File: src/hdl/otd_pkg.sv
`default_nettype none
package otd_pkg;
    // Core clock rate, used to turn tilt-position periods into cycle counts
    localparam int CLK_MHZ = 125;

    // Default acceleration scale, counts per g, and the low-limit scale
    localparam int ACC_ONE_G = 4096;
    localparam int LL_CNT_PER_G = 8;
    // Upper band slope: hi = one_g - lo * HI_SLOPE_NUM / 2**HI_SLOPE_SHIFT
    localparam int HI_SLOPE_NUM = 17;
    localparam int HI_SLOPE_SHIFT = 6;
    localparam int HYST_FRAC_SHIFT = 8;

    // Register byte offsets
    localparam logic [7:0] OFS_CTRL = 8'h00;
    localparam logic [7:0] OFS_TIMER = 8'h04;
    localparam logic [7:0] OFS_HYST = 8'h08;
    localparam logic [7:0] OFS_LL = 8'h0C;
    localparam logic [7:0] OFS_HL = 8'h10;
    localparam logic [7:0] OFS_ORIENT = 8'h14;
    localparam logic [7:0] OFS_INT_STS = 8'h18;
    localparam logic [7:0] OFS_INT_CLR = 8'h1C;
    localparam logic [7:0] OFS_INT_EN = 8'h20;

    // Field positions
    localparam int CTRL_RATE_LSB = 0;
    localparam int CTRL_EN_BIT = 7;
    localparam int EVT_SCREEN = 0;
    localparam int EVT_FACE = 1;
    localparam int EVT_W = 2;
    localparam int ORIENT_PEND_LSB = 8;

    // Reset values
    localparam logic [7:0] RST_CTRL = 8'h80;
    localparam logic [7:0] RST_TIMER = 8'h00;
    localparam logic [7:0] RST_HYST = 8'h80;
    localparam logic [7:0] RST_LL = 8'h03;
    localparam logic [7:0] RST_HL = 8'h0C;
    localparam logic [EVT_W-1:0] RST_INT_EN = 2'h0;

    typedef enum logic [2:0] {
        ORI_0 = 3'b000,
        ORI_90 = 3'b001,
        ORI_180 = 3'b010,
        ORI_270 = 3'b011,
        ORI_FACE_UP = 3'b100,
        ORI_FACE_DOWN = 3'b101,
        ORI_NONE = 3'b111
    } otd_orient_e;

    typedef struct packed {
        logic signed [15:0] x;
        logic signed [15:0] y;
        logic signed [15:0] z;
    } otd_sample_s;

    typedef struct packed {
        logic [7:0] hyst;
        logic [7:0] ll;
        logic [7:0] hl;
    } otd_cfg_s;
endpackage
`default_nettype wire

File: src/hdl/otd_classifier.sv
`default_nettype none
module otd_classifier #(
    parameter int ONE_G = otd_pkg::ACC_ONE_G
) (
    // Clock and reset
    input wire logic core_clk,
    input wire logic rst_n,
    // Sample and thresholds
    input wire logic sample_valid,
    input wire otd_pkg::otd_sample_s sample,
    input wire otd_pkg::otd_cfg_s cfg,
    // Candidate for the latest sample
    output otd_pkg::otd_orient_e cand
);
    logic signed [31:0] xs, ys, zs;
    logic [31:0] ax, ay, az, mxy, mall, lo_thr, hi_thr;
    logic x_small, y_small, tilt_ok, over;
    otd_pkg::otd_orient_e cls;

    assign xs = {{16{sample.x[15]}}, sample.x};
    assign ys = {{16{sample.y[15]}}, sample.y};
    assign zs = {{16{sample.z[15]}}, sample.z};
    assign ax = xs[31] ? 32'(-xs) : 32'(xs);
    assign ay = ys[31] ? 32'(-ys) : 32'(ys);
    assign az = zs[31] ? 32'(-zs) : 32'(zs);
    assign mxy = (ax > ay) ? ax : ay;
    assign mall = (mxy > az) ? mxy : az;

    // Hysteresis setting is the lower band edge in 1/256 g; 0x80 gives 0.5 g / 0.867 g
    assign lo_thr = (32'(ONE_G) * {24'h0, cfg.hyst}) >> otd_pkg::HYST_FRAC_SHIFT;
    assign hi_thr = 32'(ONE_G)
        - ((lo_thr * 32'(otd_pkg::HI_SLOPE_NUM)) >> otd_pkg::HI_SLOPE_SHIFT);

    // Low limit counts are sine of the angle at 8 per g
    assign tilt_ok = (mxy * 32'(otd_pkg::LL_CNT_PER_G)) > (32'(ONE_G) * {24'h0, cfg.ll});
    // Large readings mean motion, not gravity, so they classify as nothing
    assign over = (mall * 32'(otd_pkg::LL_CNT_PER_G)) >= (32'(ONE_G) * {24'h0, cfg.hl});
    assign x_small = ax < lo_thr;
    assign y_small = ay < lo_thr;

    always_comb begin
        cls = otd_pkg::ORI_NONE;
        if (over) begin
            cls = otd_pkg::ORI_NONE;
        end else if (!tilt_ok) begin
            cls = zs[31] ? otd_pkg::ORI_FACE_DOWN : otd_pkg::ORI_FACE_UP;
        end else if (x_small && ys > $signed(hi_thr)) begin
            cls = otd_pkg::ORI_0;
        end else if (x_small && ys < -$signed(hi_thr)) begin
            cls = otd_pkg::ORI_180;
        end else if (y_small && xs > $signed(hi_thr)) begin
            cls = otd_pkg::ORI_90;
        end else if (y_small && xs < -$signed(hi_thr)) begin
            cls = otd_pkg::ORI_270;
        end
    end

    always_ff @(posedge core_clk or negedge rst_n) begin
        if (!rst_n) begin
            cand <= otd_pkg::ORI_NONE;
        end else if (sample_valid) begin
            cand <= cls;
        end
    end
endmodule
`default_nettype wire

File: src/hdl/otd_orientation_tilt_detector.sv
`default_nettype none
module otd_orientation_tilt_detector #(
    parameter int ONE_G = otd_pkg::ACC_ONE_G,
    parameter int unsigned TP_PERIOD_US [4] = '{80000, 40000, 20000, 10000}
) (
    // Clock and reset
    input wire logic core_clk,
    input wire logic rst_n,
    // Avalon-MM slave
    input wire logic [7:0] avs_address,
    input wire logic avs_read,
    input wire logic avs_write,
    input wire logic [31:0] avs_writedata,
    input wire logic [3:0] avs_byteenable,
    output logic [31:0] avs_readdata,
    output logic avs_waitrequest,
    // Acceleration samples
    input wire logic sample_valid,
    input wire otd_pkg::otd_sample_s sample,
    // Result and interrupt
    output otd_pkg::otd_orient_e orientation,
    output logic irq
);
    logic [7:0] ctrl_q, timer_q;
    otd_pkg::otd_cfg_s cfg_q;
    logic [otd_pkg::EVT_W-1:0] sts_q, en_q, evt, clr;
    logic rd_done_q;
    logic wr_lo;
    logic [31:0] rd_mux;
    otd_pkg::otd_orient_e cand, reported;
    logic [8:0] pend_cnt;
    logic screen_evt, face_evt;

    otd_classifier #(
        .ONE_G(ONE_G)
    ) u_classifier (
        .core_clk(core_clk),
        .rst_n(rst_n),
        .sample_valid(sample_valid),
        .sample(sample),
        .cfg(cfg_q),
        .cand(cand)
    );

    otd_qualifier #(
        .TP_PERIOD_US(TP_PERIOD_US)
    ) u_qualifier (
        .core_clk(core_clk),
        .rst_n(rst_n),
        .enable(ctrl_q[otd_pkg::CTRL_EN_BIT]),
        .rate_sel(ctrl_q[otd_pkg::CTRL_RATE_LSB +: 2]),
        .timer(timer_q),
        .cand(cand),
        .reported(reported),
        .pend_cnt(pend_cnt),
        .screen_evt(screen_evt),
        .face_evt(face_evt)
    );

    // Writes finish in their first cycle; reads take one wait state for a registered answer
    assign avs_waitrequest = avs_read && !rd_done_q;
    assign wr_lo = avs_write && avs_byteenable[0];
    assign orientation = reported;

    always_ff @(posedge core_clk or negedge rst_n) begin
        if (!rst_n) begin
            ctrl_q <= otd_pkg::RST_CTRL;
            timer_q <= otd_pkg::RST_TIMER;
            cfg_q.hyst <= otd_pkg::RST_HYST;
            cfg_q.ll <= otd_pkg::RST_LL;
            cfg_q.hl <= otd_pkg::RST_HL;
        end else if (wr_lo) begin
            case (avs_address)
                otd_pkg::OFS_CTRL: ctrl_q <= avs_writedata[7:0];
                otd_pkg::OFS_TIMER: timer_q <= avs_writedata[7:0];
                otd_pkg::OFS_HYST: cfg_q.hyst <= avs_writedata[7:0];
                otd_pkg::OFS_LL: cfg_q.ll <= avs_writedata[7:0];
                otd_pkg::OFS_HL: cfg_q.hl <= avs_writedata[7:0];
                default: ;
            endcase
        end
    end

    assign evt = {face_evt, screen_evt};
    assign clr = (wr_lo && avs_address == otd_pkg::OFS_INT_CLR)
        ? avs_writedata[otd_pkg::EVT_W-1:0] : '0;

    // An event in the same cycle as its clear stays set
    always_ff @(posedge core_clk or negedge rst_n) begin
        if (!rst_n) begin
            sts_q <= '0;
        end else begin
            sts_q <= (sts_q & ~clr) | evt;
        end
    end

    always_ff @(posedge core_clk or negedge rst_n) begin
        if (!rst_n) begin
            en_q <= otd_pkg::RST_INT_EN;
        end else if (wr_lo && avs_address == otd_pkg::OFS_INT_EN) begin
            en_q <= avs_writedata[otd_pkg::EVT_W-1:0];
        end
    end

    always_ff @(posedge core_clk or negedge rst_n) begin
        if (!rst_n) begin
            irq <= 1'b0;
        end else begin
            irq <= |(sts_q & en_q);
        end
    end

    always_comb begin
        rd_mux = 32'h0;
        case (avs_address)
            otd_pkg::OFS_CTRL: rd_mux = {24'h0, ctrl_q};
            otd_pkg::OFS_TIMER: rd_mux = {24'h0, timer_q};
            otd_pkg::OFS_HYST: rd_mux = {24'h0, cfg_q.hyst};
            otd_pkg::OFS_LL: rd_mux = {24'h0, cfg_q.ll};
            otd_pkg::OFS_HL: rd_mux = {24'h0, cfg_q.hl};
            otd_pkg::OFS_ORIENT: rd_mux = {15'h0, pend_cnt, 5'h0, reported};
            otd_pkg::OFS_INT_STS: rd_mux = {30'h0, sts_q};
            otd_pkg::OFS_INT_EN: rd_mux = {30'h0, en_q};
            default: rd_mux = 32'h0;
        endcase
    end

    always_ff @(posedge core_clk or negedge rst_n) begin
        if (!rst_n) begin
            rd_done_q <= 1'b0;
            avs_readdata <= 32'h0;
        end else begin
            rd_done_q <= avs_read && !rd_done_q;
            if (avs_read && !rd_done_q) begin
                avs_readdata <= rd_mux;
            end
        end
    end
endmodule
`default_nettype wire

File: src/hdl/otd_qualifier.sv
`default_nettype none
module otd_qualifier #(
    parameter int unsigned TP_PERIOD_US [4] = '{80000, 40000, 20000, 10000}
) (
    // Clock and reset
    input wire logic core_clk,
    input wire logic rst_n,
    // Control
    input wire logic enable,
    input wire logic [1:0] rate_sel,
    input wire logic [7:0] timer,
    input wire otd_pkg::otd_orient_e cand,
    // Result
    output otd_pkg::otd_orient_e reported,
    output logic [8:0] pend_cnt,
    output logic screen_evt,
    output logic face_evt
);
    logic [31:0] div_q, period_cyc;
    logic tick;
    otd_pkg::otd_orient_e pend_q;
    logic [8:0] nxt;

    assign period_cyc = (TP_PERIOD_US[rate_sel] * 32'(otd_pkg::CLK_MHZ) > 32'd1)
        ? TP_PERIOD_US[rate_sel] * 32'(otd_pkg::CLK_MHZ) : 32'd1;
    // Compare with >= so a shorter rate picked mid-count still ticks at once
    assign tick = enable && (div_q >= period_cyc - 32'd1);
    assign nxt = (cand == pend_q) ? pend_cnt + 9'h001 : 9'h001;

    always_ff @(posedge core_clk or negedge rst_n) begin
        if (!rst_n) begin
            div_q <= 32'h0;
        end else if (!enable || tick) begin
            div_q <= 32'h0;
        end else begin
            div_q <= div_q + 32'h1;
        end
    end

    always_ff @(posedge core_clk or negedge rst_n) begin
        if (!rst_n) begin
            reported <= otd_pkg::ORI_NONE;
            pend_q <= otd_pkg::ORI_NONE;
            pend_cnt <= 9'h000;
            screen_evt <= 1'b0;
            face_evt <= 1'b0;
        end else begin
            screen_evt <= 1'b0;
            face_evt <= 1'b0;
            if (!enable) begin
                pend_q <= otd_pkg::ORI_NONE;
                pend_cnt <= 9'h000;
            end else if (tick) begin
                if (cand == otd_pkg::ORI_NONE || cand == reported) begin
                    pend_q <= otd_pkg::ORI_NONE;
                    pend_cnt <= 9'h000;
                end else if (nxt >= {1'b0, timer}) begin
                    reported <= cand;
                    pend_q <= otd_pkg::ORI_NONE;
                    pend_cnt <= 9'h000;
                    screen_evt <= ~cand[2];
                    face_evt <= cand[2];
                end else begin
                    pend_q <= cand;
                    pend_cnt <= nxt;
                end
            end
        end
    end
endmodule
`default_nettype wire

File: config.mk
export PLATFORM = sky130hd
export DESIGN_NAME = otd_orientation_tilt_detector
export DESIGN_NICKNAME = d
export VERILOG_FILES = /design/src/hdl/otd_pkg.sv /design/src/hdl/otd_classifier.sv /design/src/hdl/otd_orientation_tilt_detector.sv /design/src/hdl/otd_qualifier.sv
export SDC_FILE = /design/constraint.sdc
export NUM_CORES = 1
export LEC_CHECK = 0
export BUFFER_PORTS_ARGS = -buffer_cell sky130_fd_sc_hd__buf_2
export CELL_PAD_IN_SITES_DETAIL_PLACEMENT = 1
export CELL_PAD_IN_SITES_GLOBAL_PLACEMENT = 2
export CORE_MARGIN = 3
export CORE_UTILIZATION = 41
export DETAILED_ROUTE_END_ITERATION = 7
export GPL_TIMING_DRIVEN = 0
export PLACE_DENSITY = 0.92
export SETUP_SLACK_MARGIN = 0.5
export SYNTH_ARGS = -nofsm -noshare
export SYNTH_HDL_FRONTEND = slang
export SYNTH_HIERARCHICAL = 1
export SYNTH_SLANG_ARGS = --single-unit
File: constraint.sdc
create_clock -name core_clk -period 13.9 [get_ports core_clk]
set_clock_uncertainty 0.2 [all_clocks]
set_input_delay 0.695 -clock core_clk [delete_from_list [all_inputs] [get_ports core_clk]]
set_output_delay 0.695 -clock core_clk [all_outputs]
set_load 0.02 [all_outputs]
==> out/qor.yml, run 1 <==
synthesis:
  ys_ff_latch: 115
  synth.most_common_cell: "ha_1"
  ys_seq_area_frac: 0.222
  synth_edf_count: 0
  ys_top_cells_by_area: "ha_1, dfrtp_1, mux2_2, xor2_1, xnor2_1"
  synth_top_area_cell: "ha_1"
  avgSynthCellArea_um2: 9.17
  yosys_most_used_dff: "dfrtp_1"
  synth-async-reset-ratio: 1.00
  yosysWarnings: 6
  synthTopCellsByCount: "ha_1, dfrtp_1, inv_1, nor2_1, a21oi_1"
  yosys.cell_types.count: 93
  synth_area_um2: 13000
  netlist_instances: 1422
  synth_top_area_frac: 0.228
setup_path:
  crit_required_ns: 14.05
  max_stage_delay_ns: 0.56
  regToRegSetupSlack_ns: 7.82
  critPathArrivalTime_ns: 8.56
  path_delay_family: "compound AO/OA/AOI/OAI gates"
  path_class: "in2reg"
  r2r-start: "cfg_q[21]"
  path_common_cell: "o21a_1"
  startpoint_type: "input port"
  rr_worst_depth: 24
  r2r-end: "u_classifier/cand[2]"
  critPathCaptureType: "register"
  path_max_fanout: 10
  critPathSlowestCell: "or4_4"
  crit_buf_inv: 4
cells_and_area:
  instances_no_fill: 2048
  nets: 1975
  layout-drive-gt1-share: 0.169
  nFillCells: 3725
  antennaDiodeCount: 0
  post-route-cell-area_um2: 15000
  area_growth_pct: 14.8
  post-route-util: 0.483
grt:
  grt_pass1_wl_mm: 60.3
  grt-ovfl-total: 0
  grtUsageTotal: 0.221
  antenna_found_initial: 0
  first_global_vias: 11800
  grt_max_degree: 87
cts:
  worstSkewPairLatency_ns: 0.42
  numCtsBuffers: 17
  clock-sinks: 115
  hold_buffers: 1
  tritoncts: "yes"
  cts_setup_buffers: 0
  htreeDepth: 4
  cts_buffer_depth: 2
  cts_resized: 0
  clock_tree.root_cell: "clkbuf_16"
  clkTransAtPathRegs_ns: 0.06
floorplanning:
  coreArea_um2: 31000
  die_h_um: 184
  rows: 64
  io_pins: 134
  start_util: 0.421
  die_w_um: 184
  die_area_um2: 34000
place:
  place_inst: 2015
  dp_slack_ns: 5.12
  dp_hpwl_mm: 30.4
  dpl_cell_area_um2: 14400
  port_buffers: 89
  place.gp.congestion: 0.882
route:
  postRouteAntennaNets: 0
  drtIter0Drc: 499
  vias: 11400
  drc_errors: 0
  drt-total-wl_mm: 37.3
  avgViaCountPerCell: 5.56
  routedWlPerCell_um: 18.2
  first_pass_iters: 5
sta:
  fin_ws_ns: 5.49
  relSlewSlack: 0.159
  setup_tns_ns: 0
  grt_setup_unrepaired: "no"
  hold_viol_final: 0
  min_period_ns: 8.41
  final-max-slew-violation-count: 0
  whs_ns: 0.227
  max_freq_mhz: 119
  worst_pin_slew_ns: 1.24
  setup_violations: 0
  timing.final.crit_share: 0.605
hold_path:
  hold_class: "reg2reg"
  hold_depth: 1
  min_from: "u_qualifier/face_evt"
  min_to: "sts_q[1]"
power:
  peakVddDrop_mv: 0.0750
  powerDensity_nw_per_um2: 79.3
  power.leakage_nw: 7.10
  power.total_mw: 1.19
job:
  drv_cap: 0
outcome:
  status: "completed"
[final cells by class]
type                       instances  area (µm²)  area share
multi-input combinational       1273        9860       0.658
sequential                       115        2900       0.193
tap                              396         495      0.0331
timing repair buffer              91         489      0.0327
clock buffer                      18         439      0.0293
inverter                          98         368      0.0246
buffer                            43         319      0.0213
clock inverter                    14         108     0.00719
[cell families after synthesis]
group / share of synthesized area
AND/OR/NAND/NOR: 0.191
AO/OA/AOI/OAI: 0.155
adder cells (fa/ha/maj): 0.230
buffers and inverters: 0.0527
flip-flops: 0.222
XOR/XNOR: 0.0718
multiplexers: 0.0755
other: 0.00144
[how the worst max path moves through the flow]
stage,start,to,cells past startpoint
detailed placement,sample[25],u_classifier/cand[2],38
CTS,sample[25],u_classifier/cand[2],38
global placement,sample[25],u_classifier/cand[2],38
global route,sample[25],u_classifier/cand[2],38
finish,sample[25],u_classifier/cand[2],38
floorplan,sample[25],u_classifier/cand[2],37
[per-layer routing]
metal,vias up,global-route usage,share of wire
li1,5544,-,-
met1,5627,0.289,0.46
met2,158,0.383,0.49
met3,51,0.0284,0.029
met4,0,0.0587,0.021
met5,-,0,0
[cells in the final DEF, fill, tap and decap left out, drive strengths merged, types with 44 or more instances in the layout]
master,count
ha,238
buf,119
nor2,116
conb,112
inv,101
dfrtp,100
a21oi,75
nand2,68
mux2,59
xor2,58
o21ai,53
xnor2,48
nand4,44
[state kept, by name (all words and copies together), names as in the netlist]
name,flops
timer_q,8
u_qualifier/pend_q,3
u_qualifier/div_q,32
u_classifier/cand,3
sts_q,2
cfg_q,24
avs_readdata,17
irq,1
u_qualifier/screen_evt,1
u_qualifier/pend_cnt,9
ctrl_q,8
u_qualifier/reported,3
rd_done_q,1
en_q,2
u_qualifier/face_evt,1
[worst reg2reg max path: stages (launching register included)]
cell and delay [ns]:
dfrtp_1 0.50, ha_1 0.34, ha_1 0.17, inv_1 0.06, fa_1 0.40, inv_1 0.08, a21oi_1 0.06, o21bai_1 0.36
xnor2_1 0.17, nor3_1 0.45, mux2i_1 0.25, nand2_1 0.07, o21ai_0 0.51, nand3_1 0.21, o21ai_0 0.38, ha_1 0.32
and4_1 0.22, o21ai_0 0.09, a31o_2 0.16, a31oi_1 0.10, nor3_1 0.16, a21oi_1 0.11, a21o_1 0.21, and2_0 0.14
o32a_1 0.30
[power by group]
part | switching [mW] | total, mW | internal, mW
Clock | 0.171 | 0.405 | 0.234
Sequential | 0.00683 | 0.349 | 0.342
Combinational | 0.258 | 0.433 | 0.175
Note: power is estimated with default switching activity, not from simulation.
==> inputs of run 2 (changes only) <==
- CORE_UTILIZATION: 41 -> 35
- PLACE_DENSITY: 0.92 -> 0.84
- clock period: 13.9 -> 7.46 ns (I/O delays scaled with it)
==> run 2 against run 1 <==
  * Sequential share of layout area fell by 0.94 points
  * Design area grew 5.1%
  * Power grew 110%
  * Non-clock buffer count is 27 higher
  * Sequential power rose by 87%
  * Core utilization decreased by 5.4 points
  * Clock power is 120% higher
  * First-iteration DRC count down 1.4%
  * Hold slack worse by 0.19 ns
  * Critical path depth down 1
  * Highest routed layer is now met5
==> out/qor.yml, run 2 (synthesis results as in run 1) <==
setup_path:
  critPathSlowestCell: "or4_4"
  path_max_fanout: 5  # -5
  rr_worst_depth: 22  # -8.3%
  crit_required_ns: 7.60  # -6.45 ns
  critPathCaptureType: "register"
  path_class: "in2reg"
  startpoint_type: "input port"
  regToRegSetupSlack_ns: 1.22  # -6.60 ns
  r2r-start: "cfg_q[18]"
  critPathArrivalTime_ns: 7.18  # -1.38 ns
  path_common_cell: "o21a_1"
  r2r-end: "u_classifier/cand[2]"
  max_stage_delay_ns: 0.53  # -0.03 ns
cts:
  numCtsBuffers: 17  # unchanged
  clkTransAtPathRegs_ns: 0.06  # about the same
  cts_buffer_depth: 2  # unchanged
  worstSkewPairLatency_ns: 0.42  # about the same
  clock-sinks: 115  # unchanged
  tritoncts: "yes"
  clock_tree.root_cell: "clkbuf_16"
  htreeDepth: 4  # unchanged
hold_path:
  hold_depth: 2  # +1
  min_from: "sample_valid"
  hold_class: "in2reg"
  min_to: "u_classifier/cand[0]"
grt:
  grtUsageTotal: 0.203  # -0.0176
  first_global_vias: 12100  # +2.2%
  grt-ovfl-total: 0  # unchanged
  grt_pass1_wl_mm: 64.5  # +6.9%
  antenna_found_initial: 3  # +3
  grt_max_degree: 97  # +11%
route:
  drtIter0Drc: 492  # -1.4%
  drc_errors: 0  # unchanged
  first_pass_iters: 5  # unchanged
  vias: 11500  # +1.4%
  drt-total-wl_mm: 40.5  # +8.5%
  postRouteAntennaNets: 0  # unchanged
  avgViaCountPerCell: 5.37  # -3.3%
  routedWlPerCell_um: 18.9  # +3.5%
cells_and_area:
  nFillCells: 4320  # +16%
  layout-drive-gt1-share: 0.211  # +0.0419
  antennaDiodeCount: 0  # unchanged
  nets: 2002  # +1.4%
  multi_input_area_um2: 10200  # +3.0%
  largest_reg_flops: 32  # unchanged
  post-route-util: 0.429  # -0.0544
  area_growth_pct: 20.7
  regMostFlops: "u_qualifier/div_q"
  top_regs: "u_qualifier/div_q (32), cfg_q (24), avs_readdata (17)"
  most-common-layout-cells: "ha_1, conb_1, dfrtp_1"
  seq_area_um2: 2900  # unchanged
  layout_commonest_cell: "ha_1"
floorplanning:
  start_util: 0.355  # -0.0654
  die_w_um: 199  # +8.0%
  rows: 70  # +9.4%
  coreArea_um2: 36700  # +18%
  io_pins: 134  # unchanged
  die_h_um: 199  # +8.0%
  die_area_um2: 39600  # +17%
sta:
  hold_viol_final: 0  # unchanged
  final-max-slew-violation-count: 0  # unchanged
  timing.final.crit_share: 0.944
  worst_pin_slew_ns: 1.33  # +0.0810 ns
  grt_setup_unrepaired: "yes"
  max_freq_mhz: 142
  setup_violations: 0  # unchanged
  min_period_ns: 7.04
  relSlewSlack: 0.104  # -0.0547
place:
  dp_hpwl_mm: 32.2  # +5.8%
  port_buffers: 89  # unchanged
  place.gp.congestion: 0.857  # -2.9%
power:
  power.leakage_nw: 7.38  # +3.9%
  power.total_mw: 2.44  # +110%
  peakVddDrop_mv: 0.135  # +79%
  powerDensity_nw_per_um2: 155  # +96%
outcome:
  status: "completed"
job:
  drv_cap: 0  # unchanged
==> run 2: cell types whose count changed in the layout (fill, tap and decap cells not counted), sizes merged <==
cell and delta:
clkinvlp -3, clkbuf +1, inv -1, buf +26, bufinv +4
==> run 2: power by group <==
part / switching, mW / total (mW) / internal [mW]
Sequential: 0.0146 / 0.652 / 0.638
Clock: 0.323 / 0.887 / 0.564
Combinational: 0.518 / 0.899 / 0.381
Total: 0.856 / 2.44 / 1.58
==> run 2: worst max-delay path, delay by kind of cell <==
family,cells,cell delay (ns)
buffers and inverters,5,0.73
AO/OA/AOI/OAI,15,2.53
adder cells (fa/ha/maj),3,0.79
XOR/XNOR,1,0.19
AND/OR/NAND/NOR,12,2.13
multiplexers,1,0.41
==> run 2: area by class of cell <==
cell class / instances / area share
multi-input cells: 1273 / 0.646
flip-flops and latches: 115 / 0.184
repair buffers: 118 / 0.0474
well taps: 468 / 0.0372
clock buffers: 18 / 0.0273
inverters: 98 / 0.0234
plain buffers: 43 / 0.0220
clock inverters: 14 / 0.0130
==> run 2: how the worst max path moves through the flow <==
stage                          start                   end  cells past startpoint
after floorplan           sample[25]  u_classifier/cand[2]                     37
after global placement    sample[25]  u_classifier/cand[2]                     38
after detailed placement  sample[25]  u_classifier/cand[2]                     38
after CTS                 sample[23]  u_classifier/cand[2]                     37
after global routing      sample[23]  u_classifier/cand[2]                     39
final                     sample[23]  u_classifier/cand[2]                     37
==> run 2: through the flow <==
| step | hold slack (ns) | setup TNS, ns | instances | instance area (µm²) | setup WS [ns] |
|---|---|---|---|---|---|
| after floorplan | -0.123 | 0 | 1529 | 13500 | 0.507 |
| after global placement | 0.208 | -1.10 | 2086 | 14500 | -0.461 |
| after detailed placement | 0.0368 | -1.56 | 2087 | 14600 | -0.632 |
| after CTS | 0.0316 | 0 | 2138 | 15400 | 0.339 |
| after global routing | 0.0378 | 0 | 2147 | 15700 | 0.0423 |
| final | 0.0414 | 0 | 2147 | 15700 | 0.420 |
==> run 2: routing by layer <==
metal	routed length [µm]	vias to the layer above	global-route usage
li1	-	5604	-
met3	1020	38	0.0222
met5	28	-	0
met1	19300	5714	0.272
met2	19700	176	0.357
met4	515	6	0.0354
==> run 2: repair_timing <==
action | CTS | global route
endpoints found under the hold margin | 26 | 0
pin swaps | 28 | 29
resized for setup | 24 | 53
setup buffers | 18 | 9
endpoints found under the setup margin | 3 | 3
hold buffers | 1 | 0
